`config.mk`:
```
export PLATFORM = sky130hd
export DESIGN_NAME = spio_port
export DESIGN_NICKNAME = d
export VERILOG_FILES = /design/src/rtl/spio_pkg.sv /design/src/rtl/spio_pin_if.sv /design/src/rtl/spio_port.sv /design/src/rtl/spio_sync.sv /design/src/rtl/spio_arb.sv
export SDC_FILE = /design/constraint.sdc
export NUM_CORES = 1
export LEC_CHECK = 0
export BUFFER_PORTS_ARGS = -buffer_cell sky130_fd_sc_hd__buf_2
export CAP_MARGIN = 20
export CORE_MARGIN = 2
export CORE_UTILIZATION = 48
export DETAILED_ROUTE_END_ITERATION = 12
export GPL_ROUTABILITY_DRIVEN = 0
export GPL_TIMING_DRIVEN = 1
export PLACE_DENSITY_LB_ADDON = 0.12
export SLEW_MARGIN = 30
export SYNTH_ARGS = -nofsm -noshare
export SYNTH_HDL_FRONTEND = slang
export SYNTH_HIERARCHICAL = 1
export SYNTH_SLANG_ARGS = --single-unit
```
`constraint.sdc`:
```
create_clock -name clk_sys -period 2.65 [get_ports clk_sys]
set_clock_uncertainty 0.2 [all_clocks]
set_input_delay 0.265 -clock clk_sys [delete_from_list [all_inputs] [get_ports clk_sys]]
set_output_delay 0.265 -clock clk_sys [all_outputs]
set_load 0.01 [all_outputs]
```
`src/rtl/spio_pkg.sv`:
```
// Constants for the shared parallel I/O port: widths, offsets, masks, resets.
// Assumes an 8-bit register port on the system clock; pin 2 in, pin 3 out.
package spio_pkg;
    localparam int          PIN_W         = 6;
    localparam int          ADDR_W        = 8;
    localparam int          DATA_W        = 8;
    localparam int          SYNC_STAGES   = 2;
    // Data and direction stay inside the short-addressing window
    localparam logic [7:0]  SHORT_LIMIT   = 8'h1f;
    localparam logic [7:0]  OFF_DATA      = 8'h00;
    localparam logic [7:0]  OFF_DIR       = 8'h01;
    localparam logic [7:0]  OFF_PULL_EN   = 8'h20;
    localparam logic [7:0]  OFF_PULL_SEL  = 8'h21;
    localparam logic [7:0]  OFF_SLEW      = 8'h22;
    localparam logic [7:0]  OFF_FUNC      = 8'h23;
    localparam logic [7:0]  OFF_OWNER     = 8'h24;
    localparam int          FUNC_DBG_BIT  = 0;
    localparam int          OUT_ONLY_PIN  = 3;
    localparam int          IN_ONLY_PIN   = 2;
    localparam logic [5:0]  DIR_MASK      = 6'h33;
    localparam logic [5:0]  CTRL_MASK     = 6'h37;
    localparam logic [5:0]  WIDE_ONLY     = 6'h30;
    localparam logic [5:0]  RST_DATA      = 6'h00;
    localparam logic [5:0]  RST_DIR       = 6'h00;
    localparam logic [5:0]  RST_PULL_EN   = 6'h00;
    localparam logic [5:0]  RST_PULL_SEL  = 6'h00;
    localparam logic [5:0]  RST_SLEW      = 6'h00;
    localparam logic [5:0]  RST_OWN       = 6'h00;
    localparam logic        RST_DBG_FN    = 1'b1;
    localparam logic [7:0]  RST_RDATA     = 8'h00;
endpackage : spio_pkg

```
`src/rtl/spio_pin_if.sv`:
```
// Per-pin control bundle between the register core and the pin arbiter.
// Assumes both ends run on the same clock; all signals are combinational.
`timescale 1ns/1ns
interface spio_pin_if;
    import spio_pkg::*;
    logic [PIN_W-1:0] dig_own;
    logic [PIN_W-1:0] ana_own;
    logic [PIN_W-1:0] dir_eff;
    logic [PIN_W-1:0] data;
    logic [PIN_W-1:0] pull_en_sel;
    logic [PIN_W-1:0] pull_dn_sel;
    logic [PIN_W-1:0] alt_oe;
    logic [PIN_W-1:0] alt_out;
    logic [PIN_W-1:0] drive;
    logic [PIN_W-1:0] level;
    logic [PIN_W-1:0] in_en;
    logic [PIN_W-1:0] pull_on;
    logic [PIN_W-1:0] pull_dn;
    modport ctl (output dig_own, ana_own, dir_eff, data, pull_en_sel, pull_dn_sel,
                 alt_oe, alt_out, input drive, level, in_en, pull_on, pull_dn);
    modport arb (input dig_own, ana_own, dir_eff, data, pull_en_sel, pull_dn_sel,
                 alt_oe, alt_out, output drive, level, in_en, pull_on, pull_dn);
endinterface : spio_pin_if

```
`src/rtl/spio_port.sv`:
```
// Shared parallel I/O port: registers, read path and registered pin controls.
// Assumes a one-cycle strobe register port and same-clock peripheral signals.
//
// Decided for this implementation: the register offsets and strobed register access.
`timescale 1ns/1ns

module spio_port
    import spio_pkg::*;
#(
    parameter bit WIDE_PACKAGE = 1'b1
)
(
    input  wire logic              clk_sys,
    input  wire logic              reset,
    input  wire logic [ADDR_W-1:0] reg_addr,
    input  wire logic [DATA_W-1:0] reg_wdata,
    input  wire logic              reg_wr,
    input  wire logic              reg_rd,
    output logic      [DATA_W-1:0] reg_rdata,
    input  wire logic              low_power,
    input  wire logic [PIN_W-1:0]  alt_dig_en,
    input  wire logic [PIN_W-1:0]  alt_ana_en,
    input  wire logic [PIN_W-1:0]  alt_oe,
    input  wire logic [PIN_W-1:0]  alt_out,
    input  wire logic              dbg_oe,
    input  wire logic              dbg_out,
    input  wire logic [PIN_W-1:0]  pin_i,
    output logic      [PIN_W-1:0]  pin_o,
    output logic      [PIN_W-1:0]  pin_oe_n,
    output logic      [PIN_W-1:0]  pin_ie,
    output logic      [PIN_W-1:0]  pin_pull_en,
    output logic      [PIN_W-1:0]  pin_pull_dn,
    output logic      [PIN_W-1:0]  pin_slew_en,
    output logic      [PIN_W-1:0]  pin_in_level
);
    // Narrow package has no pins 4 and 5
    localparam logic [PIN_W-1:0] PRESENT = WIDE_PACKAGE ? 6'h3f : ~WIDE_ONLY;

    function automatic logic hit(input logic [ADDR_W-1:0] a, input logic [7:0] off);
        hit = (a == off);
    endfunction : hit

    spio_pin_if pif ();

    logic [PIN_W-1:0]  pin_sync;
    logic [PIN_W-1:0]  data_r;
    logic [PIN_W-1:0]  data_nxt;
    logic [PIN_W-1:0]  dir_r;
    logic [PIN_W-1:0]  dir_nxt;
    logic [PIN_W-1:0]  pe_r;
    logic [PIN_W-1:0]  pe_nxt;
    logic [PIN_W-1:0]  pud_r;
    logic [PIN_W-1:0]  pud_nxt;
    logic [PIN_W-1:0]  slew_r;
    logic [PIN_W-1:0]  slew_nxt;
    logic [PIN_W-1:0]  dig_r;
    logic [PIN_W-1:0]  dig_nxt;
    logic [PIN_W-1:0]  ana_r;
    logic [PIN_W-1:0]  ana_nxt;
    logic              dbgfn_r;
    logic              dbgfn_nxt;
    logic [DATA_W-1:0] rdata_r;
    logic [DATA_W-1:0] rdata_nxt;
    logic [PIN_W-1:0]  o_r;
    logic [PIN_W-1:0]  o_nxt;
    logic [PIN_W-1:0]  oen_r;
    logic [PIN_W-1:0]  oen_nxt;
    logic [PIN_W-1:0]  ie_r;
    logic [PIN_W-1:0]  ie_nxt;
    logic [PIN_W-1:0]  pu_r;
    logic [PIN_W-1:0]  pu_nxt;
    logic [PIN_W-1:0]  pd_r;
    logic [PIN_W-1:0]  pd_nxt;
    logic [PIN_W-1:0]  sl_r;
    logic [PIN_W-1:0]  sl_nxt;
    logic [PIN_W-1:0]  lvl_r;
    logic [PIN_W-1:0]  lvl_nxt;
    logic [PIN_W-1:0]  rd_bits;
    logic [PIN_W-1:0]  wbits;

    spio_sync #(.W(PIN_W)) u_sync (
        .clk_sys (clk_sys),
        .reset   (reset),
        .d       (pin_i),
        .q       (pin_sync)
    );

    spio_arb u_arb (
        .p (pif.arb)
    );

    // Owner and drive inputs to the arbiter
    always_comb
    begin
        pif.dig_own = dig_r;
        pif.dig_own[OUT_ONLY_PIN] = dbgfn_r;
        pif.ana_own = ana_r;
        pif.dir_eff = (dir_r & DIR_MASK & PRESENT);
        pif.dir_eff[OUT_ONLY_PIN] = 1'b1;
        pif.data = data_r;
        pif.pull_en_sel = pe_r & CTRL_MASK & PRESENT;
        pif.pull_dn_sel = pud_r & CTRL_MASK & PRESENT;
        pif.alt_oe = alt_oe;
        pif.alt_oe[IN_ONLY_PIN] = 1'b0;
        pif.alt_oe[OUT_ONLY_PIN] = dbg_oe;
        pif.alt_out = alt_out;
        pif.alt_out[OUT_ONLY_PIN] = dbg_out;
    end

    // Read source per bit: latch for outputs, gated pin level for inputs
    always_comb
    begin
        for (int i = 0; i < PIN_W; i++)
        begin
            if (pif.dir_eff[i])
                rd_bits[i] = data_r[i];
            else
                rd_bits[i] = pif.in_en[i] & pin_sync[i];
        end
        rd_bits = rd_bits & PRESENT;
    end

    // Register file next state
    always_comb
    begin
        wbits     = reg_wdata[PIN_W-1:0];
        data_nxt  = data_r;
        dir_nxt   = dir_r;
        pe_nxt    = pe_r;
        pud_nxt   = pud_r;
        slew_nxt  = slew_r;
        dbgfn_nxt = dbgfn_r;
        if (reg_wr)
        begin
            if (hit(reg_addr, OFF_DATA))
                data_nxt = wbits;
            else if (hit(reg_addr, OFF_DIR))
                dir_nxt = wbits & DIR_MASK & PRESENT;
            else if (hit(reg_addr, OFF_PULL_EN))
                pe_nxt = wbits & CTRL_MASK & PRESENT;
            else if (hit(reg_addr, OFF_PULL_SEL))
                pud_nxt = wbits & CTRL_MASK & PRESENT;
            else if (hit(reg_addr, OFF_SLEW))
                slew_nxt = wbits & CTRL_MASK & PRESENT;
            else if (hit(reg_addr, OFF_FUNC))
                dbgfn_nxt = reg_wdata[FUNC_DBG_BIT];
        end
    end

    // Shared enables are sampled; a peripheral still held in reset reads off
    always_comb
    begin
        dig_nxt   = alt_dig_en & PRESENT;
        dig_nxt[IN_ONLY_PIN] = 1'b0;
        ana_nxt   = alt_ana_en & PRESENT;
    end

    // Read data stands one cycle, zero otherwise
    always_comb
    begin
        rdata_nxt = RST_RDATA;
        if (reg_rd)
        begin
            if (hit(reg_addr, OFF_DATA))
                rdata_nxt = {2'b00, rd_bits};
            else if (hit(reg_addr, OFF_DIR))
                rdata_nxt = {2'b00, dir_r};
            else if (hit(reg_addr, OFF_PULL_EN))
                rdata_nxt = {2'b00, pe_r};
            else if (hit(reg_addr, OFF_PULL_SEL))
                rdata_nxt = {2'b00, pud_r};
            else if (hit(reg_addr, OFF_SLEW))
                rdata_nxt = {2'b00, slew_r};
            else if (hit(reg_addr, OFF_FUNC))
                rdata_nxt = {7'h00, dbgfn_r};
            else if (hit(reg_addr, OFF_OWNER))
                rdata_nxt = {2'b00, pif.ana_own | pif.dig_own};
            else
                rdata_nxt = RST_RDATA;
        end
    end

    // Pin controls frozen while in wait or stop; input level sampled throughout
    always_comb
    begin
        o_nxt   = o_r;
        oen_nxt = oen_r;
        ie_nxt  = ie_r;
        pu_nxt  = pu_r;
        pd_nxt  = pd_r;
        sl_nxt  = sl_r;
        lvl_nxt = pin_sync & ie_r;
        if (!low_power)
        begin
            o_nxt   = pif.level & PRESENT;
            oen_nxt = ~(pif.drive & PRESENT);
            ie_nxt  = pif.in_en & PRESENT;
            pu_nxt  = pif.pull_on;
            pd_nxt  = pif.pull_on & pif.pull_dn;
            sl_nxt  = slew_r & CTRL_MASK & PRESENT;
        end
    end

    always_ff @(posedge clk_sys or posedge reset)
    begin
        if (reset)
        begin
            data_r  <= RST_DATA;
            dir_r   <= RST_DIR;
            pe_r    <= RST_PULL_EN;
            pud_r   <= RST_PULL_SEL;
            slew_r  <= RST_SLEW;
            dbgfn_r <= RST_DBG_FN;
        end
        else
        begin
            data_r  <= data_nxt;
            dir_r   <= dir_nxt;
            pe_r    <= pe_nxt;
            pud_r   <= pud_nxt;
            slew_r  <= slew_nxt;
            dbgfn_r <= dbgfn_nxt;
        end
    end

    always_ff @(posedge clk_sys or posedge reset)
    begin
        if (reset)
        begin
            dig_r   <= RST_OWN;
            ana_r   <= RST_OWN;
        end
        else
        begin
            dig_r   <= dig_nxt;
            ana_r   <= ana_nxt;
        end
    end

    always_ff @(posedge clk_sys or posedge reset)
    begin
        if (reset)
        begin
            rdata_r <= RST_RDATA;
        end
        else
        begin
            rdata_r <= rdata_nxt;
        end
    end

    always_ff @(posedge clk_sys or posedge reset)
    begin
        if (reset)
        begin
            o_r     <= RST_DATA;
            oen_r   <= '1;
            ie_r    <= '0;
            pu_r    <= '0;
            pd_r    <= '0;
            sl_r    <= '0;
            lvl_r   <= '0;
        end
        else
        begin
            o_r     <= o_nxt;
            oen_r   <= oen_nxt;
            ie_r    <= ie_nxt;
            pu_r    <= pu_nxt;
            pd_r    <= pd_nxt;
            sl_r    <= sl_nxt;
            lvl_r   <= lvl_nxt;
        end
    end

    assign reg_rdata    = rdata_r;
    assign pin_o        = o_r;
    assign pin_oe_n     = oen_r;
    assign pin_ie       = ie_r;
    assign pin_pull_en  = pu_r;
    assign pin_pull_dn  = pd_r;
    assign pin_slew_en  = sl_r;
    assign pin_in_level = lvl_r;
endmodule : spio_port

```
`src/rtl/spio_sync.sv`:
```
// Two-flop synchroniser for pin levels entering the system clock domain.
// Assumes asynchronous pin inputs; first stage feeds only the second.
`timescale 1ns/1ns
module spio_sync
    import spio_pkg::*;
#(
    parameter int W = PIN_W
)
(
    input  wire logic         clk_sys,
    input  wire logic         reset,
    input  wire logic [W-1:0] d,
    output logic      [W-1:0] q
);
    logic [W-1:0] meta_r;
    logic [W-1:0] meta_nxt;
    logic [W-1:0] q_r;
    logic [W-1:0] q_nxt;

    always_comb
    begin
        meta_nxt = d;
        q_nxt    = meta_r;
    end

    always_ff @(posedge clk_sys or posedge reset)
    begin
        if (reset)
        begin
            meta_r <= '0;
            q_r    <= '0;
        end
        else
        begin
            meta_r <= meta_nxt;
            q_r    <= q_nxt;
        end
    end

    assign q = q_r;
endmodule : spio_sync

```
`src/rtl/spio_arb.sv`:
```
// Pin ownership arbiter: analog over shared digital over the port itself.
// Assumes the controller supplies owner, direction and data bits per pin.
`timescale 1ns/1ns
module spio_arb
    import spio_pkg::*;
(
    spio_pin_if.arb p
);
    for (genvar i = 0; i < PIN_W; i++)
    begin : g_pin
        logic ana;
        logic dig;
        assign ana = p.ana_own[i];
        assign dig = p.dig_own[i] & ~ana;
        // Analog kills both buffers
        assign p.drive[i] = ana ? 1'b0 : (dig ? p.alt_oe[i] : p.dir_eff[i]);
        assign p.level[i] = dig ? p.alt_out[i] : p.data[i];
        assign p.in_en[i] = ~ana && (i != OUT_ONLY_PIN);
        // Pull only on an undriven digital pin
        assign p.pull_on[i] = p.pull_en_sel[i] & ~p.drive[i] & ~ana;
        assign p.pull_dn[i] = p.pull_dn_sel[i];
    end
endmodule : spio_arb

```
Yosys cells after proc, flatten, opt, wreduce, memory -nomap -nowiden
Cells that the tools add are included.
{"block": "op_classes", "eq_ne": 6, "mux": 27, "bitwise": 38, "n_reduce_logical": 7}
{"op": "8-bit by 6-bit equality test with 1-bit output, second input constant", "n": 5}
{"op": "6-bit two-way mux", "n": 5}
{"op": "8-bit two-way mux", "n": 3}
{"op": "1-bit bitwise AND", "n": 19}
{"op": "1-bit two-way mux", "n": 19}
{"op": "1-bit inverter", "n": 15}
{"op": "6-bit bitwise AND", "n": 2}
{"op": "8-bit by 1-bit equality test with 1-bit output, second input constant", "n": 1}
{"op": "8-bit logical NOT", "n": 1}
{"op": "7-bit AND reduction", "n": 1}
{"op": "6-bit inverter", "n": 1}
{"op": "6-bit bitwise OR", "n": 1}
{"op": "6-bit AND reduction", "n": 1}
{"op": "5-bit AND reduction", "n": 1}
{"op": "4-bit AND reduction", "n": 1}
{"op": "3-bit AND reduction", "n": 1}
{"op": "2-bit AND reduction", "n": 1}
{"block": "word_totals", "register_bits": 96, "output_inout_bits": 50, "word_cells": 96}

Depth between registers and ports, before layout
{"block": "depth", "depth_word": 9, "ltp_mapped": 6, "depth_no_buf": 5}

Hierarchy
The synthesis kept the hierarchy.
{"module": "spio_port", "instances": 1, "cells_each": 269, "area_each_um2": 3417.0, "seq_area_each_um2": 2085.8}
{"module": "spio_arb", "instances": 1, "cells_each": 43, "area_each_um2": 362.8, "seq_area_each_um2": 0.0}
{"module": "spio_sync", "instances": 1, "cells_each": 13, "area_each_um2": 304.0, "seq_area_each_um2": 300.3}

Least setup slack after synthesis
OpenSTA, ideal clock, no wires.
{"block": "synth_timing", "path_kind": "input -> register", "start": "input reg_addr[3]", "end": "register slew_r[0]", "arrival_time_ns": 1.337, "required_ns": 2.325, "setup_slack_ns": 0.988, "path_stages": 4, "n_path_buf": 1, "path_cell_list": "buf_2 > nor4b_4 > nand4_2 > mux2_2"}
{"block": "synth_via", "elab_chain_cells": 3}
{"item": "from (decl)", "line_no": "spio_port.sv:15", "source": "input wire logic [ADDR_W-1:0] reg_addr,"}
{"item": "8-bit by 6-bit equality test with 1-bit output, or another cell as far along", "line_no": "spio_port.sv:40", "source": "hit = (a == off);"}
{"item": "1-bit inverter (no line)"}
{"item": "6-bit AND reduction (no line) (*)"}
{"item": "to (signal assigned)", "line_no": "spio_port.sv:221", "source": "slew_r <= slew_nxt;"}
{"item": "to (decl)", "line_no": "spio_port.sv:54", "source": "logic [PIN_W-1:0] slew_r;"}
Mark *: on every way between the ends. The rest lies on a longest branch, timed or not.
A chain may end at the register's enable or synchronous reset.

Worst setup path in the final report
{"block": "layout_timing", "start": "input reg_addr[5]", "end": "register pe_r[4]"}
{"block": "layout_via", "elab_chain_cells": 3}
{"item": "8-bit by 1-bit equality test with 1-bit output or 8-bit logical NOT (tied branches)", "line_no": "spio_port.sv:40"}
{"item": "1-bit inverter (no line)"}
{"item": "4-bit AND reduction (no line) (*)"}
{"item": "to (signal assigned)", "line_no": "spio_port.sv:219", "source": "pe_r <= pe_nxt;"}
{"item": "to (decl)", "line_no": "spio_port.sv:50", "source": "logic [PIN_W-1:0] pe_r;"}
Marks and branches as above.

==> impl_results.md <==
- Worst Tran Pin Value: 0.8124 ns
- Worst R2R Path Depth: 5
- WL/cell: approximately 15 um
- Slew Limit Fails: 0
- Crit-path cells: buf_2, nor4b_4, nand2_1, mux2_2
- Die Footprint: between 9000 and 10000 um2
- R2R Setup Slk: 1.09 ns
- Unique masters post-synth: 42
- Initial antenna violation count: 0
- Worst Setup SP: reg_addr[5]
- Max Fclk: around 0.60 GHz
- Buf/Inv on CP: 1
- Fill count: slightly below 700
- PostCTS Resize Cnt: 0
- Status: completed
- WS Path Type: input pin to flop
- Via density: roughly 5
- Slew headroom: 45.84%
- Share of layout cells above drive strength 1: 42.12%
- RSZ-0062 raised after global routing: no
- Vias in the first global route: between 2000 and 3000
- Hold Slack: 0.01961 ns
- Pre-Repair DR Iteration Count: 4
- Placed Area: about 4600 um2
- Area grow syn2layout: 24.08%
- Non-Filler Instances: 549
- Worst-case clock buffer depth: 2
- Clock Latency Late Sink: 0.36 ns
- Drt total wl: 8507 um
- Starting Density: 49.70%
- Crit path DAT: 1.72 ns
- Final setup fails: 0
- WP depth: 4
- Avg Inst Size Synth: ~13 um2
- Num CTS Buffers: 9
- Area leader, netlist: dfrtp_1
- Sequential-to-total area share from yosys stat: between 50% and 60%
- H-tree Lvls: 3
- Die height: 96.24 um
- First-pass GRT wire length: 13360 um
- Clock sinks: 95
- Largest net degree at the start of global routing: 84
- Yosys reg bits: 95
- CTS clock-pin slew for the worst setup and hold paths: 0.10 ns
- Ports: 103
- Hold buffers post-CTS: 22
- Power per cell area: 589.6 nW/um2
- Clk root buf: clkbuf_8
- Reg-to-reg endpoint: reg_rdata[1]$_DFF_PP0_
- Post-CTS Setup Bufs: 0
- Leak: 2.602 nW
- Tcrit/Tclk final: 63.10%
- GRT Util Overall: between 10% and 20%
- Final Hold Viols: 0
- Class of the worst hold path: input pin to flop
- Rows: 33
- Remaining DRCs: 0
- Setup crit end kind: flop
- Crit path time final: 1.672 ns
- CTS tree: done
- Die Width: about 96 um
- GRT Residual Overflow: 0
- VDD IR-drop max: 356.5 uV
- Core Area: 8217 um2
- Worst r2r src: ana_r[1]$_DFF_PP0_
- Inserted Diodes: 0
- YS warnings: 6
- Placement-stage worst setup slack: 0.6186 ns
- Sum of negative setup slack: 0 ns
- Fin area: 5067 um2
- Max-cap violation count: 0
- Detailed Place HPWL: just under 6000 um
- Final Core Density: 61.67%
- Placed cells: 511
- Synth area leaders: dfrtp_1, mux2_2, dfstp_2
- Synth Instances: 325
- Final net count: 492
- Worst-path fanout max: 19
- Setup WS post-layout: slightly below 1 ns
- Mapped Area: 4084 um2
- Critical Path Slowest Stage Cell: nor4b_4
- Setup crit start kind: input pin
- Slowest stage delay, CP: 0.50 ns
- Final Power: 2.988 mW
- Top-area cell type share of the netlist area: 53.92%
- I/O Buffers: ~90
- Worst Setup EP: pe_r[4]$_DFFE_PP0P_
- DRT iter0 DRCs: between 150 and 200
- Via Count: roughly 2800
- DRT antenna net count: 0
- Required @ worst endpoint: 2.70 ns
- Top delay family on crit path: simple AND/OR/NAND/NOR gates
-- worst register-to-register path, delay by kind of cell, from the launching register on --
family                 cells  cell delay (ns)
AO/OA/AOI/OAI              3             0.69
flip-flops                 1             0.42
buffers and inverters      1             0.09
AND/OR/NAND/NOR            1             0.05
-- cell usage after synthesis --
library cell / count
a21oi_1: 7
and3b_1: 2
o211a_1: 1
nand2b_1: 5
inv_1: 8
nor4bb_1: 1
nand3_1: 4
nand2_1: 30
mux2i_1: 7
nand4_1: 1
nand2b_4: 5
mux2_4: 6
o21ai_0: 28
or4b_1: 1
conb_1: 3
a211oi_1: 2
dfrtp_1: 88
a221oi_1: 1
dfstp_2: 7
nand3b_1: 1
nor4b_1: 1
a2111oi_2: 1
and2_1: 6
nand4_2: 1
nor3_1: 3
mux2_2: 49
nor4b_2: 1
buf_4: 10
o2111ai_1: 1
a41o_1: 1
nand2_2: 1
nor3_2: 1
nor2b_1: 3
clkbuf_1: 7
a32oi_1: 2
o221a_2: 2
buf_2: 4
nor3b_1: 1
and3_1: 6
nor2_1: 14
buf_6: 1
nor4b_4: 1
-- worst min-delay path by stage --
stage / startpoint / end / slack (ns) / depth (start not counted)
2_1_floorplan: reset / u_sync/meta_r[0]$_DFF_PP0_ / -0.07 / 1
5_1_grt: reg_wdata[4] / pud_r[4]$_DFFE_PP0P_ / 0.02 / 2
3_3_place_gp: reset / u_sync/meta_r[1]$_DFF_PP0_ / 0.13 / 2
3_5_place_dp: u_sync/meta_r[2]$_DFF_PP0_ / u_sync/q[2]$_DFF_PP0_ / 0.14 / 0
4_1_cts: reg_wdata[4] / pud_r[4]$_DFFE_PP0P_ / 0.005 / 2
6_report: alt_oe[1] / pin_oe_n[1]$_DFFE_PP1N_ / 0.02 / 4
-- power by group --
| part | leakage (nW) | switching, mW | internal (mW) |
|---|---|---|---|
| Sequential | 1.22 | 0.0475 | 1.53 |
| Clock | 0.121 | 0.502 | 0.591 |
| Combinational | 1.26 | 0.159 | 0.159 |
| Total | 2.60 | 0.709 | 2.28 |
-- cell families (layout without fill, tap and decap cells) --
group,after synthesis,after routing,share of synthesized area (%)
mux,62,62,17.43
compound gates,46,46,6.924
flops,95,95,58.43
simple gates,89,89,12.96
buf+inv,30,141,3.983
other cells,3,11,0.2757
-- metal layers --
layer  vias up  GRT usage (%)  share of wire (%)
met3         9          4.464                5.5
li1       1342              -                  -
met5         -              0                  0
met4         0          8.214                1.4
met1      1317          27.38                 47
met2        86          29.34                 46
-- area by class of cell --
type / instances / area, um2 / share of cell area (%)
flip-flops and latches: 95 / 2386 / 47.09
multi-input cells: 208 / 1565 / 30.89
repair buffers: 117 / 715.7 / 14.12
clock buffers: 11 / 151.4 / 2.988
well taps: 105 / 131.4 / 2.593
clock inverters: 5 / 86.33 / 1.704
inverters: 8 / 31.28 / 0.6173
-- sequential cells by signal, indices dropped and copies added, names as in the netlist --
register,flops
u_sync/q,6
dir_r,4
pin_ie,6
data_r,6
u_sync/meta_r,6
pin_pull_en,6
ana_r,6
pin_oe_n,6
pin_pull_dn,6
pin_slew_en,5
dig_r,4
dbgfn_r,1
slew_r,5
reg_rdata,6
pud_r,5
pin_in_level,6
pin_o,6
pe_r,5
-- placed cells by master, fill, tap and decap left out, types with 6 or more instances in the layout --
| cell | n |
|---|---|
| buf_2 | 92 |
| dfrtp_1 | 88 |
| mux2_2 | 49 |
| nand2_1 | 30 |
| o21ai_0 | 28 |
| dlygate4sd3_1 | 22 |
| nor2_1 | 14 |
| conb_1 | 11 |
| clkbuf_8 | 11 |
| inv_1 | 7 |
| a21oi_1 | 7 |
| mux2i_1 | 7 |
| dfstp_2 | 7 |
| and3_1 | 6 |
| and2_1 | 6 |
| mux2_4 | 6 |
Note: power is estimated with default switching activity, not from simulation.
